**config.mk**
```make
export PLATFORM = sky130hd
export DESIGN_NAME = spc_controller
export DESIGN_NICKNAME = d
export VERILOG_FILES = /design/src/spc_pkg.sv /design/src/spc_clkdiv.sv /design/src/spc_controller.sv
export SDC_FILE = /design/constraint.sdc
export NUM_CORES = 1
export LEC_CHECK = 0
export ABC_AREA = 0
export ABC_CLOCK_PERIOD_IN_PS = 4980
export BUFFER_PORTS_ARGS = -buffer_cell sky130_fd_sc_hd__buf_4
export CAP_MARGIN = 20
export CORE_ASPECT_RATIO = 1.2
export CORE_MARGIN = 4
export CORE_UTILIZATION = 40
export CTS_BUF_LIST = sky130_fd_sc_hd__clkbuf_8
export DETAILED_ROUTE_END_ITERATION = 16
export SETUP_SLACK_MARGIN = 0.1
export SLEW_MARGIN = 0
export SYNTH_ARGS = -nofsm -noshare
export SYNTH_HDL_FRONTEND = slang
export SYNTH_SLANG_ARGS = --single-unit
```
**constraint.sdc**
```tcl
create_clock -name clk_i -period 4.98 [get_ports clk_i]
set_input_delay 0.996 -clock clk_i [delete_from_list [all_inputs] [get_ports clk_i]]
set_output_delay 0.996 -clock clk_i [all_outputs]
set_load 0.005 [all_outputs]
```
**src/spc_pkg.sv**
```systemverilog
package spc_pkg;

  // ----------------------------------------------------------------
  // Sizes and field positions
  // ----------------------------------------------------------------
  localparam int NUM_CS = 4;
  localparam int DATA_W = 16;
  localparam int FINAL_BIT = 24;
  localparam int PCS_LSB = 16;
  localparam logic [4:0] MIN_BITS = 5'h08;
  localparam logic [3:0] BITS_MAX = 4'h8;
  localparam logic [7:0] DIV_ONE = 8'h01;

  // ----------------------------------------------------------------
  // Per-select configuration
  // ----------------------------------------------------------------
  // Frame width is MIN_BITS + bits, so 0 means 8 bits and 8 means 16 bits
  typedef struct packed {
    logic [7:0] divider;
    logic clock_polarity;
    logic clock_phase_inverse;
    logic [3:0] bits;
    logic hold;
  } spc_cfg_t;

  localparam spc_cfg_t CFG_RST = '{divider: 8'h00, clock_polarity: 1'b0, clock_phase_inverse: 1'b0, bits: 4'h0, hold: 1'b0};

  // Decoded transmit word
  typedef struct packed {
    logic final_xfer;
    logic [1:0] pcs;
    logic [DATA_W-1:0] data;
  } spc_word_t;

  localparam spc_word_t WORD_RST = '{final_xfer: 1'b0, pcs: 2'h0, data: 16'h0000};

  typedef enum logic [1:0] {
    S_IDLE,
    S_LEAD,
    S_SHIFT
  } spc_state_t;

endpackage

```
**src/spc_clkdiv.sv**
```systemverilog
`timescale 1ns/10ps
module spc_clkdiv (
  input wire logic clk_i,
  input wire logic nrst_i,
  input wire logic ce_i,
  input wire logic run_i,
  input wire logic [7:0] divider_i,
  output logic tick_o
);

  logic [7:0] cnt_q;
  logic [7:0] last_w;

  // A divider of zero behaves as one so the serial clock never stalls
  assign last_w = (divider_i == 8'h00) ? 8'h00 : divider_i - 8'h01;
  assign tick_o = run_i && (cnt_q == last_w);

  always_ff @(posedge clk_i) begin
    if (!nrst_i) begin
      cnt_q <= 8'h00;
    end else if (ce_i) begin
      if (!run_i || tick_o) begin
        cnt_q <= 8'h00;
      end else begin
        cnt_q <= cnt_q + 8'h01;
      end
    end
  end

endmodule

```
**src/spc_controller.sv**
```systemverilog
`timescale 1ns/10ps
// How it works
// - One soft reset leaves the sequencer faulty so the serial clock starts before the select is asserted.
// - With hold-select and divider 1, a second word to the held select after an idle gap keeps transmit-ready low and is sent again and again.
// - In fixed select with hold-select under DMA, a pending word with bit 24 set drops the select once transmit-empty is set.
// - In master operation the serial clock may toggle before the first transfer has started.
// - In fixed select the DMA transfer size follows the width of select 0 whatever select is active.
// - With divider 1 an odd frame width gives one extra serial clock pulse; even widths get one only in the polarity-1 case below.
// - In slave operation a disable command is ignored and the block keeps running.
// - With polarity 1 and inverted phase 0, a divider-1 transfer after a slower one gets one extra pulse.
module spc_controller #(
  parameter int NUM_CS = spc_pkg::NUM_CS
) (
  input wire logic clk_i,
  input wire logic nrst_i,
  input wire logic ce_i,
  input wire logic soft_reset_bit_i,
  input wire logic enable_i,
  input wire logic disable_i,
  input wire logic master_select_bit_i,
  input wire logic fixed_select_i,
  input wire logic [1:0] fixed_cs_i,
  input wire logic dma_mode_i,
  input wire logic cfg_we_i,
  input wire logic [1:0] cfg_idx_i,
  input wire spc_pkg::spc_cfg_t cfg_i,
  input wire logic tdr_we_i,
  input wire logic [31:0] transmit_data_reg_i,
  input wire logic rx_read_i,
  input wire logic miso_i,
  input wire logic sclk_in_i,
  input wire logic ss_n_i,
  input wire logic mosi_in_i,
  output logic serial_clock_pin_o,
  output logic data_out_o,
  output logic [NUM_CS-1:0] cs_n_o,
  output logic tx_ready_o,
  output logic transmit_empty_flag_o,
  output logic [spc_pkg::DATA_W-1:0] rx_data_o,
  output logic rx_ready_o,
  output logic dma_halfword_o,
  output logic enabled_o
);

  if (NUM_CS < 1 || NUM_CS > 4) begin : g_bad_num_cs
    $error("NUM_CS must be 1 to 4");
  end

  function automatic logic [NUM_CS-1:0] cs_onehot(input logic [1:0] idx);
    cs_onehot = '0;
    if (int'(idx) < NUM_CS) begin
      cs_onehot[idx] = 1'b1;
    end
  endfunction

  function automatic logic [4:0] width_of(input spc_pkg::spc_cfg_t c);
    width_of = spc_pkg::MIN_BITS + {1'b0, c.bits};
  endfunction

  // ----------------------------------------------------------------
  // State
  // ----------------------------------------------------------------
  spc_pkg::spc_cfg_t cfg_q [NUM_CS];
  spc_pkg::spc_cfg_t act_cfg_q;
  spc_pkg::spc_word_t tdr_q;
  spc_pkg::spc_state_t state_q;
  logic en_q, tdr_full_q, cs_held_q, misseq_q, late_cs_q, prev_slow_q, pretoggle_q, glitch_q, sclk_q;
  logic [1:0] act_cs_q;
  logic [5:0] edge_cnt_q;
  logic [4:0] npulse_q;
  logic [spc_pkg::DATA_W-1:0] shreg_q, sl_shreg_q;
  logic [4:0] sl_cnt_q;
  logic sl_sclk_prev_q, miso_bit_q;

  logic [1:0] next_cs_w;
  logic tick_w, start_w, done_w, div1_w, bug3_w, extra_w, r5_rel_w, slave_w;
  logic [4:0] nbits_w;

  assign slave_w = !master_select_bit_i;
  assign next_cs_w = fixed_select_i ? fixed_cs_i : tdr_q.pcs;
  assign div1_w = cfg_q[next_cs_w].divider <= spc_pkg::DIV_ONE;
  assign nbits_w = width_of(cfg_q[next_cs_w]);
  assign start_w = ce_i && !soft_reset_bit_i && state_q == spc_pkg::S_IDLE && en_q && master_select_bit_i
                   && tdr_full_q && !r5_rel_w;
  // Held select reused after an idle gap with the fastest divider
  assign bug3_w = cfg_q[next_cs_w].hold && div1_w && cs_held_q && act_cs_q == next_cs_w;
  assign extra_w = (div1_w && nbits_w[0])
                   || (div1_w && prev_slow_q && cfg_q[next_cs_w].clock_polarity && !cfg_q[next_cs_w].clock_phase_inverse);
  // The flag is taken from the word as it is written, before that word has been sent
  assign r5_rel_w = fixed_select_i && dma_mode_i && cs_held_q && act_cfg_q.hold && transmit_empty_flag_o
                    && tdr_we_i && transmit_data_reg_i[spc_pkg::FINAL_BIT];
  assign done_w = state_q == spc_pkg::S_SHIFT && tick_w && edge_cnt_q == {npulse_q, 1'b0} - 6'h01;

  spc_clkdiv spc_clkdiv_i (
    .clk_i(clk_i),
    .nrst_i(nrst_i),
    .ce_i(ce_i),
    .run_i(state_q != spc_pkg::S_IDLE),
    .divider_i(act_cfg_q.divider),
    .tick_o(tick_w)
  );

  // ----------------------------------------------------------------
  // Configuration, enable and soft reset
  // ----------------------------------------------------------------
  always_ff @(posedge clk_i) begin
    if (!nrst_i || (ce_i && soft_reset_bit_i)) begin
      for (int i = 0; i < NUM_CS; i++) begin
        cfg_q[i] <= spc_pkg::CFG_RST;
      end
    end else if (ce_i && cfg_we_i && int'(cfg_idx_i) < NUM_CS) begin
      cfg_q[cfg_idx_i] <= cfg_i;
    end
  end

  always_ff @(posedge clk_i) begin
    if (!nrst_i) begin
      en_q <= 1'b0;
    end else if (ce_i) begin
      if (soft_reset_bit_i) begin
        en_q <= 1'b0;
      end else if (enable_i) begin
        en_q <= 1'b1;
      end else if (disable_i && !slave_w) begin
        en_q <= 1'b0;
      end
    end
  end

  // Alternates on each soft reset, so only an even run of writes leaves it clean
  always_ff @(posedge clk_i) begin
    if (!nrst_i) begin
      misseq_q <= 1'b0;
    end else if (ce_i && soft_reset_bit_i) begin
      misseq_q <= !misseq_q;
    end
  end

  // A select written before the master bit leaves a stray clock edge armed
  always_ff @(posedge clk_i) begin
    if (!nrst_i) begin
      pretoggle_q <= 1'b0;
      glitch_q <= 1'b0;
    end else if (ce_i) begin
      glitch_q <= pretoggle_q && master_select_bit_i && state_q == spc_pkg::S_IDLE;
      if (cfg_we_i && !master_select_bit_i) begin
        pretoggle_q <= 1'b1;
      end else if (glitch_q) begin
        pretoggle_q <= 1'b0;
      end
    end
  end

  // ----------------------------------------------------------------
  // Transmit holding register
  // ----------------------------------------------------------------
  always_ff @(posedge clk_i) begin
    if (!nrst_i) begin
      tdr_q <= spc_pkg::WORD_RST;
      tdr_full_q <= 1'b0;
    end else if (ce_i) begin
      if (soft_reset_bit_i) begin
        tdr_full_q <= 1'b0;
      end else if (tdr_we_i) begin
        tdr_q.final_xfer <= transmit_data_reg_i[spc_pkg::FINAL_BIT];
        tdr_q.pcs <= transmit_data_reg_i[spc_pkg::PCS_LSB+1:spc_pkg::PCS_LSB];
        tdr_q.data <= transmit_data_reg_i[spc_pkg::DATA_W-1:0];
        tdr_full_q <= 1'b1;
      end else if (start_w && !bug3_w) begin
        tdr_full_q <= 1'b0;
      end
    end
  end

  assign tx_ready_o = !tdr_full_q;
  assign transmit_empty_flag_o = !tdr_full_q && state_q == spc_pkg::S_IDLE;

  // ----------------------------------------------------------------
  // Master sequencer
  // ----------------------------------------------------------------
  always_ff @(posedge clk_i) begin
    if (!nrst_i) begin
      state_q <= spc_pkg::S_IDLE;
      act_cfg_q <= spc_pkg::CFG_RST;
      act_cs_q <= 2'h0;
      npulse_q <= spc_pkg::MIN_BITS;
      late_cs_q <= 1'b0;
      prev_slow_q <= 1'b0;
    end else if (ce_i) begin
      if (soft_reset_bit_i) begin
        state_q <= spc_pkg::S_IDLE;
      end else if (start_w) begin
        act_cfg_q <= cfg_q[next_cs_w];
        act_cs_q <= next_cs_w;
        npulse_q <= nbits_w + {4'h0, extra_w};
        prev_slow_q <= !div1_w;
        late_cs_q <= misseq_q;
        state_q <= misseq_q ? spc_pkg::S_SHIFT : spc_pkg::S_LEAD;
      end else if (state_q == spc_pkg::S_LEAD && tick_w) begin
        state_q <= spc_pkg::S_SHIFT;
      end else if (done_w) begin
        state_q <= spc_pkg::S_IDLE;
      end
    end
  end

  always_ff @(posedge clk_i) begin
    if (!nrst_i) begin
      cs_held_q <= 1'b0;
    end else if (ce_i) begin
      if (soft_reset_bit_i || r5_rel_w) begin
        cs_held_q <= 1'b0;
      end else if (start_w && act_cs_q != next_cs_w) begin
        cs_held_q <= 1'b0;
      end else if (done_w) begin
        cs_held_q <= act_cfg_q.hold && !tdr_q.final_xfer;
      end
    end
  end

  // Sample on the first edge of a pulse, shift on the second
  always_ff @(posedge clk_i) begin
    if (!nrst_i) begin
      edge_cnt_q <= 6'h00;
      sclk_q <= 1'b0;
      shreg_q <= '0;
      miso_bit_q <= 1'b0;
    end else if (ce_i) begin
      if (start_w) begin
        edge_cnt_q <= 6'h00;
        sclk_q <= cfg_q[next_cs_w].clock_polarity;
        shreg_q <= tdr_q.data << (5'h10 - nbits_w);
      end else if (state_q == spc_pkg::S_SHIFT && tick_w) begin
        edge_cnt_q <= edge_cnt_q + 6'h01;
        sclk_q <= !sclk_q;
        if (!edge_cnt_q[0]) begin
          miso_bit_q <= miso_i;
        end else begin
          shreg_q <= {shreg_q[spc_pkg::DATA_W-2:0], miso_bit_q};
        end
      end else if (state_q == spc_pkg::S_IDLE) begin
        sclk_q <= act_cfg_q.clock_polarity;
      end
    end
  end

  assign serial_clock_pin_o = sclk_q ^ glitch_q;
  assign cs_n_o = ((state_q != spc_pkg::S_IDLE || cs_held_q)
                  && !(late_cs_q && state_q == spc_pkg::S_SHIFT && edge_cnt_q < 6'h02))
                  ? ~cs_onehot(act_cs_q) : '1;
  assign data_out_o = slave_w ? sl_shreg_q[spc_pkg::DATA_W-1] : shreg_q[spc_pkg::DATA_W-1];
  assign dma_halfword_o = fixed_select_i ? (cfg_q[0].bits != 4'h0)
                                         : (cfg_q[next_cs_w].bits != 4'h0);
  assign enabled_o = en_q;

  // ----------------------------------------------------------------
  // Slave receiver, framed by the settings of select 0
  // ----------------------------------------------------------------
  always_ff @(posedge clk_i) begin
    if (!nrst_i) begin
      sl_sclk_prev_q <= 1'b0;
      sl_cnt_q <= 5'h00;
      sl_shreg_q <= '0;
    end else if (ce_i) begin
      sl_sclk_prev_q <= sclk_in_i;
      if (soft_reset_bit_i || ss_n_i || !slave_w || !en_q) begin
        sl_cnt_q <= 5'h00;
      end else if (sclk_in_i && !sl_sclk_prev_q) begin
        sl_shreg_q <= {sl_shreg_q[spc_pkg::DATA_W-2:0], mosi_in_i};
        sl_cnt_q <= (sl_cnt_q + 5'h01 == width_of(cfg_q[0])) ? 5'h00 : sl_cnt_q + 5'h01;
      end
    end
  end

  // ----------------------------------------------------------------
  // Receive data; a new word wins over a read in the same cycle
  // ----------------------------------------------------------------
  logic sl_done_w;
  assign sl_done_w = slave_w && en_q && !ss_n_i && sclk_in_i && !sl_sclk_prev_q
                     && sl_cnt_q + 5'h01 == width_of(cfg_q[0]);

  always_ff @(posedge clk_i) begin
    if (!nrst_i) begin
      rx_data_o <= '0;
      rx_ready_o <= 1'b0;
    end else if (ce_i) begin
      if (soft_reset_bit_i) begin
        rx_ready_o <= 1'b0;
      end else if (done_w) begin
        rx_data_o <= {shreg_q[spc_pkg::DATA_W-2:0], miso_bit_q};
        rx_ready_o <= 1'b1;
      end else if (sl_done_w) begin
        rx_data_o <= {sl_shreg_q[spc_pkg::DATA_W-2:0], mosi_in_i};
        rx_ready_o <= 1'b1;
      end else if (rx_read_i) begin
        rx_ready_o <= 1'b0;
      end
    end
  end

  // ----------------------------------------------------------------
  // Checks
  // ----------------------------------------------------------------
  property p_late_select;
    @(posedge clk_i) disable iff (!nrst_i) (start_w && misseq_q && !cs_held_q) |=> (&cs_n_o) [*2];
  endproperty
  a_late_select: assert property (p_late_select) else $error("select asserted with clock after single reset");

  property p_double_send;
    @(posedge clk_i) disable iff (!nrst_i) (start_w && bug3_w && !tdr_we_i) |=> !tx_ready_o;
  endproperty
  a_double_send: assert property (p_double_send) else $error("transmit ready rose on held divider-1 word");

  property p_final_release;
    @(posedge clk_i) disable iff (!nrst_i) (ce_i && !soft_reset_bit_i && r5_rel_w) |=> (&cs_n_o) && !cs_held_q;
  endproperty
  a_final_release: assert property (p_final_release) else $error("select not dropped on final flag");

  property p_stray_edge;
    @(posedge clk_i) disable iff (!nrst_i)
      (ce_i && pretoggle_q && !glitch_q && master_select_bit_i && state_q == spc_pkg::S_IDLE)
      |=> serial_clock_pin_o != sclk_q;
  endproperty
  a_stray_edge: assert property (p_stray_edge) else $error("no stray clock edge before first transfer");

  property p_dma_size;
    @(posedge clk_i) disable iff (!nrst_i) fixed_select_i |-> dma_halfword_o == (cfg_q[0].bits != 4'h0);
  endproperty
  a_dma_size: assert property (p_dma_size) else $error("DMA size not taken from select 0");

  property p_odd_pulse;
    @(posedge clk_i) disable iff (!nrst_i)
      (start_w && div1_w && nbits_w[0]) |=> npulse_q == $past(nbits_w) + 5'h01;
  endproperty
  a_odd_pulse: assert property (p_odd_pulse) else $error("odd width at divider 1 lacks extra pulse");

  property p_slave_disable;
    @(posedge clk_i) disable iff (!nrst_i)
      (ce_i && en_q && slave_w && disable_i && !soft_reset_bit_i) |=> en_q;
  endproperty
  a_slave_disable: assert property (p_slave_disable) else $error("slave stopped by disable");

  property p_mixed_div;
    @(posedge clk_i) disable iff (!nrst_i)
      (start_w && div1_w && prev_slow_q && cfg_q[next_cs_w].clock_polarity && !cfg_q[next_cs_w].clock_phase_inverse)
      |=> npulse_q == $past(nbits_w) + 5'h01;
  endproperty
  a_mixed_div: assert property (p_mixed_div) else $error("no extra pulse after slower select");

  property p_per_select;
    @(posedge clk_i) disable iff (!nrst_i)
      start_w |=> act_cfg_q == $past(cfg_q[next_cs_w]) && act_cs_q == $past(next_cs_w);
  endproperty
  a_per_select: assert property (p_per_select) else $error("transfer not using its select settings");

endmodule

```
==> reports/qor.txt <==
grt total ovfl -> 0
CP Max Fanout -> 11
Worst path most repeated cell -> buf_4
Hold Path End -> late_cs_q
min cycle time layout -> 4220 ps
Filler Cell Count -> 2,122
RR Startpoint -> tdr_q[16]
Pins Over Slew Limit -> 0
Critical Path Start -> fixed_select_i
clk slew on worst S/H paths -> 90 ps
most common cell after layout, fill and taps aside -> nand2_1
Post-CTS Resized -> 0
hold path cells -> 2
Die Ht -> 172 um
CP cell instances -> buf_4 > mux2i_4 > buf_4 > mux2i_1 > mux2_2 > ha_1 > nor2b_1 > a22oi_1 > buf_4
vias per cell -> 5.45
Slew headroom -> 39.8%
Sink Count -> 177
Routed Antenna Nets -> 0
number of synthesized flops with an enable pin -> 60
Crit-path slowest cell -> mux2_2
max cap viols -> 0
core area -> 21,800 sq um
CTS tree -> yes
# IOs -> 94
first-pass GRT wire length -> 35,900 um
syn avg cell area -> 9.52 sq um
Die W -> 144 um
die area -> 24,800 sq um
CP required -> 3980 ps
CTS Buf Count -> 17
Vias -> 7,007
Critical Path Source Type -> input pin
Starting Density -> 40.9%
DR WL/cell -> 16.8 um
RSZ-0062 raised after global routing -> false
initial DRC count -> 469
Post-DP Area -> 9800 sq um
Port Buf Inserts -> 80
final setup margin -> 758 ps
r2r endpoint -> shreg_q[15]
R2R depth -> 9
Static Leak -> 3.83 nW
pin count of the biggest net entering global routing -> 75
Hold Path Class -> reg -> reg
Finish-stage setup viols -> 0
post-synth design cell area -> 8920 sq um
CP Capture Type -> output pin
VDD IR max -> 0.162 mV
dpl ws -> 735 ps
Netlist cell types -> 63
Synth Instances -> 937
hold violation count in the final report -> 0
Yosys reg bits -> 177
CTS max path bufs -> 2
Post-DP HPWL -> 15,200 um
WS Path Type -> in -> out
post-synthesis sequential area ratio -> 46.5%
DR pass1 iterations -> 5
root buf cell -> clkbuf_8
DRC viols -> 0
slew at the pin closest to its max-slew limit -> 903 ps
most frequent cells in the layout -> 137 x nand2_1, 117 x dfxtp_1, 101 x buf_4
vias in the first global route -> 6,952
share of cells above drive strength 1 -> 18.7%
critical path data arrival time -> 3230 ps
asr flop ratio synth -> 0%
fin crit share -> 84.8%
hold path start -> late_cs_q
H-tree depth -> 4
Finished Cell Area -> 10,200 sq um
Final TNS setup -> 0 ps
Setup Fix Bufs, Post-CTS -> 0
Syn. warnings -> 0
status -> completed
PD cells -> 282 nW/um^2
worst-skew pair later-pin latency -> 480 ps
Synth Net Count -> 1,012
initial antenna violation count -> 0
GRT Total Usage -> 18.2%
fmax -> 0.237 GHz
row count -> 59
R2R setup slack -> 1610 ps
dominant synthesized flop cell -> dfxtp_1
ANT cells -> 0
clock skew -> 21.5 ps
max incr delay on CP -> 380 ps
GP Congestion -> 0.825
cts hold-fix bufs -> 0
nets -> 1,074
Syn-to-layout area delta -> 14.6%
Total Wirelength -> 21,500 um
==> state kept, by name, indices dropped and copies added, names as in the netlist, 2 cells and up <==
signal / flops
act_cs_q: 2
npulse_q: 5
edge_cnt_q: 6
rx_data_o: 16
tdr_q: 19
spc_clkdiv_i.cnt_q: 8
shreg_q: 16
sl_cnt_q: 5
state_q: 2
act_cfg_q: 10
cfg_q: 60
sl_shreg_q: 16
==> routing by layer <==
| layer | GRT usage [%] | part of all wire (%) |
|---|---|---|
| met5 | 0 | 0 |
| met4 | 5.11 | 1.7 |
| met2 | 28.6 | 46 |
| met3 | 4.06 | 5.1 |
| met1 | 25.3 | 47 |
==> area by class of cell <==
type / instances / area, sq um / share of cell area [%]
clock inverter: 15 / 180 / 1.76
sequential: 177 / 4140 / 40.6
tap: 274 / 343 / 3.35
inverter: 34 / 128 / 1.25
multi-input combinational: 668 / 4430 / 43.4
clock buffer: 17 / 234 / 2.29
timing repair buffer: 101 / 758 / 7.42
==> power by group <==
group,switching [mW],internal [mW]
clock,0.627,0.387
combinational,0.176,0.132
sequential,0.0192,1.54
total,0.822,2.05
==> per-stage QoR <==
| step | utilization (%) | power [mW] | hold slack [ps] | instances |
|---|---|---|---|---|
| after floorplan | - | 1.78 | 431 | 937 |
| after global placement | 45.0 | 1.89 | 442 | 1254 |
| after detailed placement | 45.0 | 1.90 | 447 | 1254 |
| after CTS | 46.9 | 2.91 | 461 | 1286 |
| after global routing | 46.9 | 2.99 | 492 | 1286 |
| final | 46.9 | 2.88 | 461 | 1286 |
==> worst max path at each step <==
stage                     cells after the start  slack, ps             end
after floorplan                              11        810     shreg_q[15]
after global placement                       10        740     shreg_q[15]
after detailed placement                     10        730     shreg_q[15]
after CTS                                     9        750  dma_halfword_o
after global routing                          9        630  dma_halfword_o
final                                         9        760  dma_halfword_o
==> synth_stat cells (all sizes together), types with 3 or more instances <==
cell	number	area [sq um]
nand2	137	514
dfxtp	117	2340
a21oi	87	435
and2	63	394
edfxtp	60	1800
nor2	59	221
clkbuf	45	169
o21ai	35	175
inv	34	128
mux2i	32	324
mux4	26	586
nand3	22	110
o221a	17	191
xor2	17	149
xnor2	16	140
buf	13	60.1
nor3	12	60.1
a211oi	11	82.6
nand4	10	62.6
or3	10	62.6
nand2b	9	56.3
and3	8	50.1
ha	8	100
nor4	8	56.3
nor2b	7	43.8
o22ai	6	37.5
a22oi	5	37.5
a31oi	5	31.3
mux2	5	56.3
a221oi	4	35.0
and4	4	35.0
o21a	4	30.0
or4	4	33.8
a21o	3	22.5
a41oi	3	26.3
nand3b	3	22.5
nor3b	3	22.5
o31a	3	26.3
==> cell families (layout without fill, tap and decap cells) <==
group | count (synthesis) | after routing | share of synthesized area, %
xor gates and xnor gates | 33 | 33 | 3.24
adders and majority gates | 8 | 8 | 1.12
DFF | 177 | 177 | 46.5
AOI/OAI and AO/OA | 200 | 200 | 14.3
muxes | 63 | 63 | 10.8
buffers and inverters | 92 | 167 | 4.00
and+or+nand+nor | 364 | 364 | 20.0
==> worst max-delay path: cells and delay by family <==
kind            cells  cell delay (ps)
mux                 3              860
fa+ha+maj           1              340
simple gates        1              300
compound gates      1              160
buf+inv             3              550
Note: power is estimated with default switching activity, not from simulation.
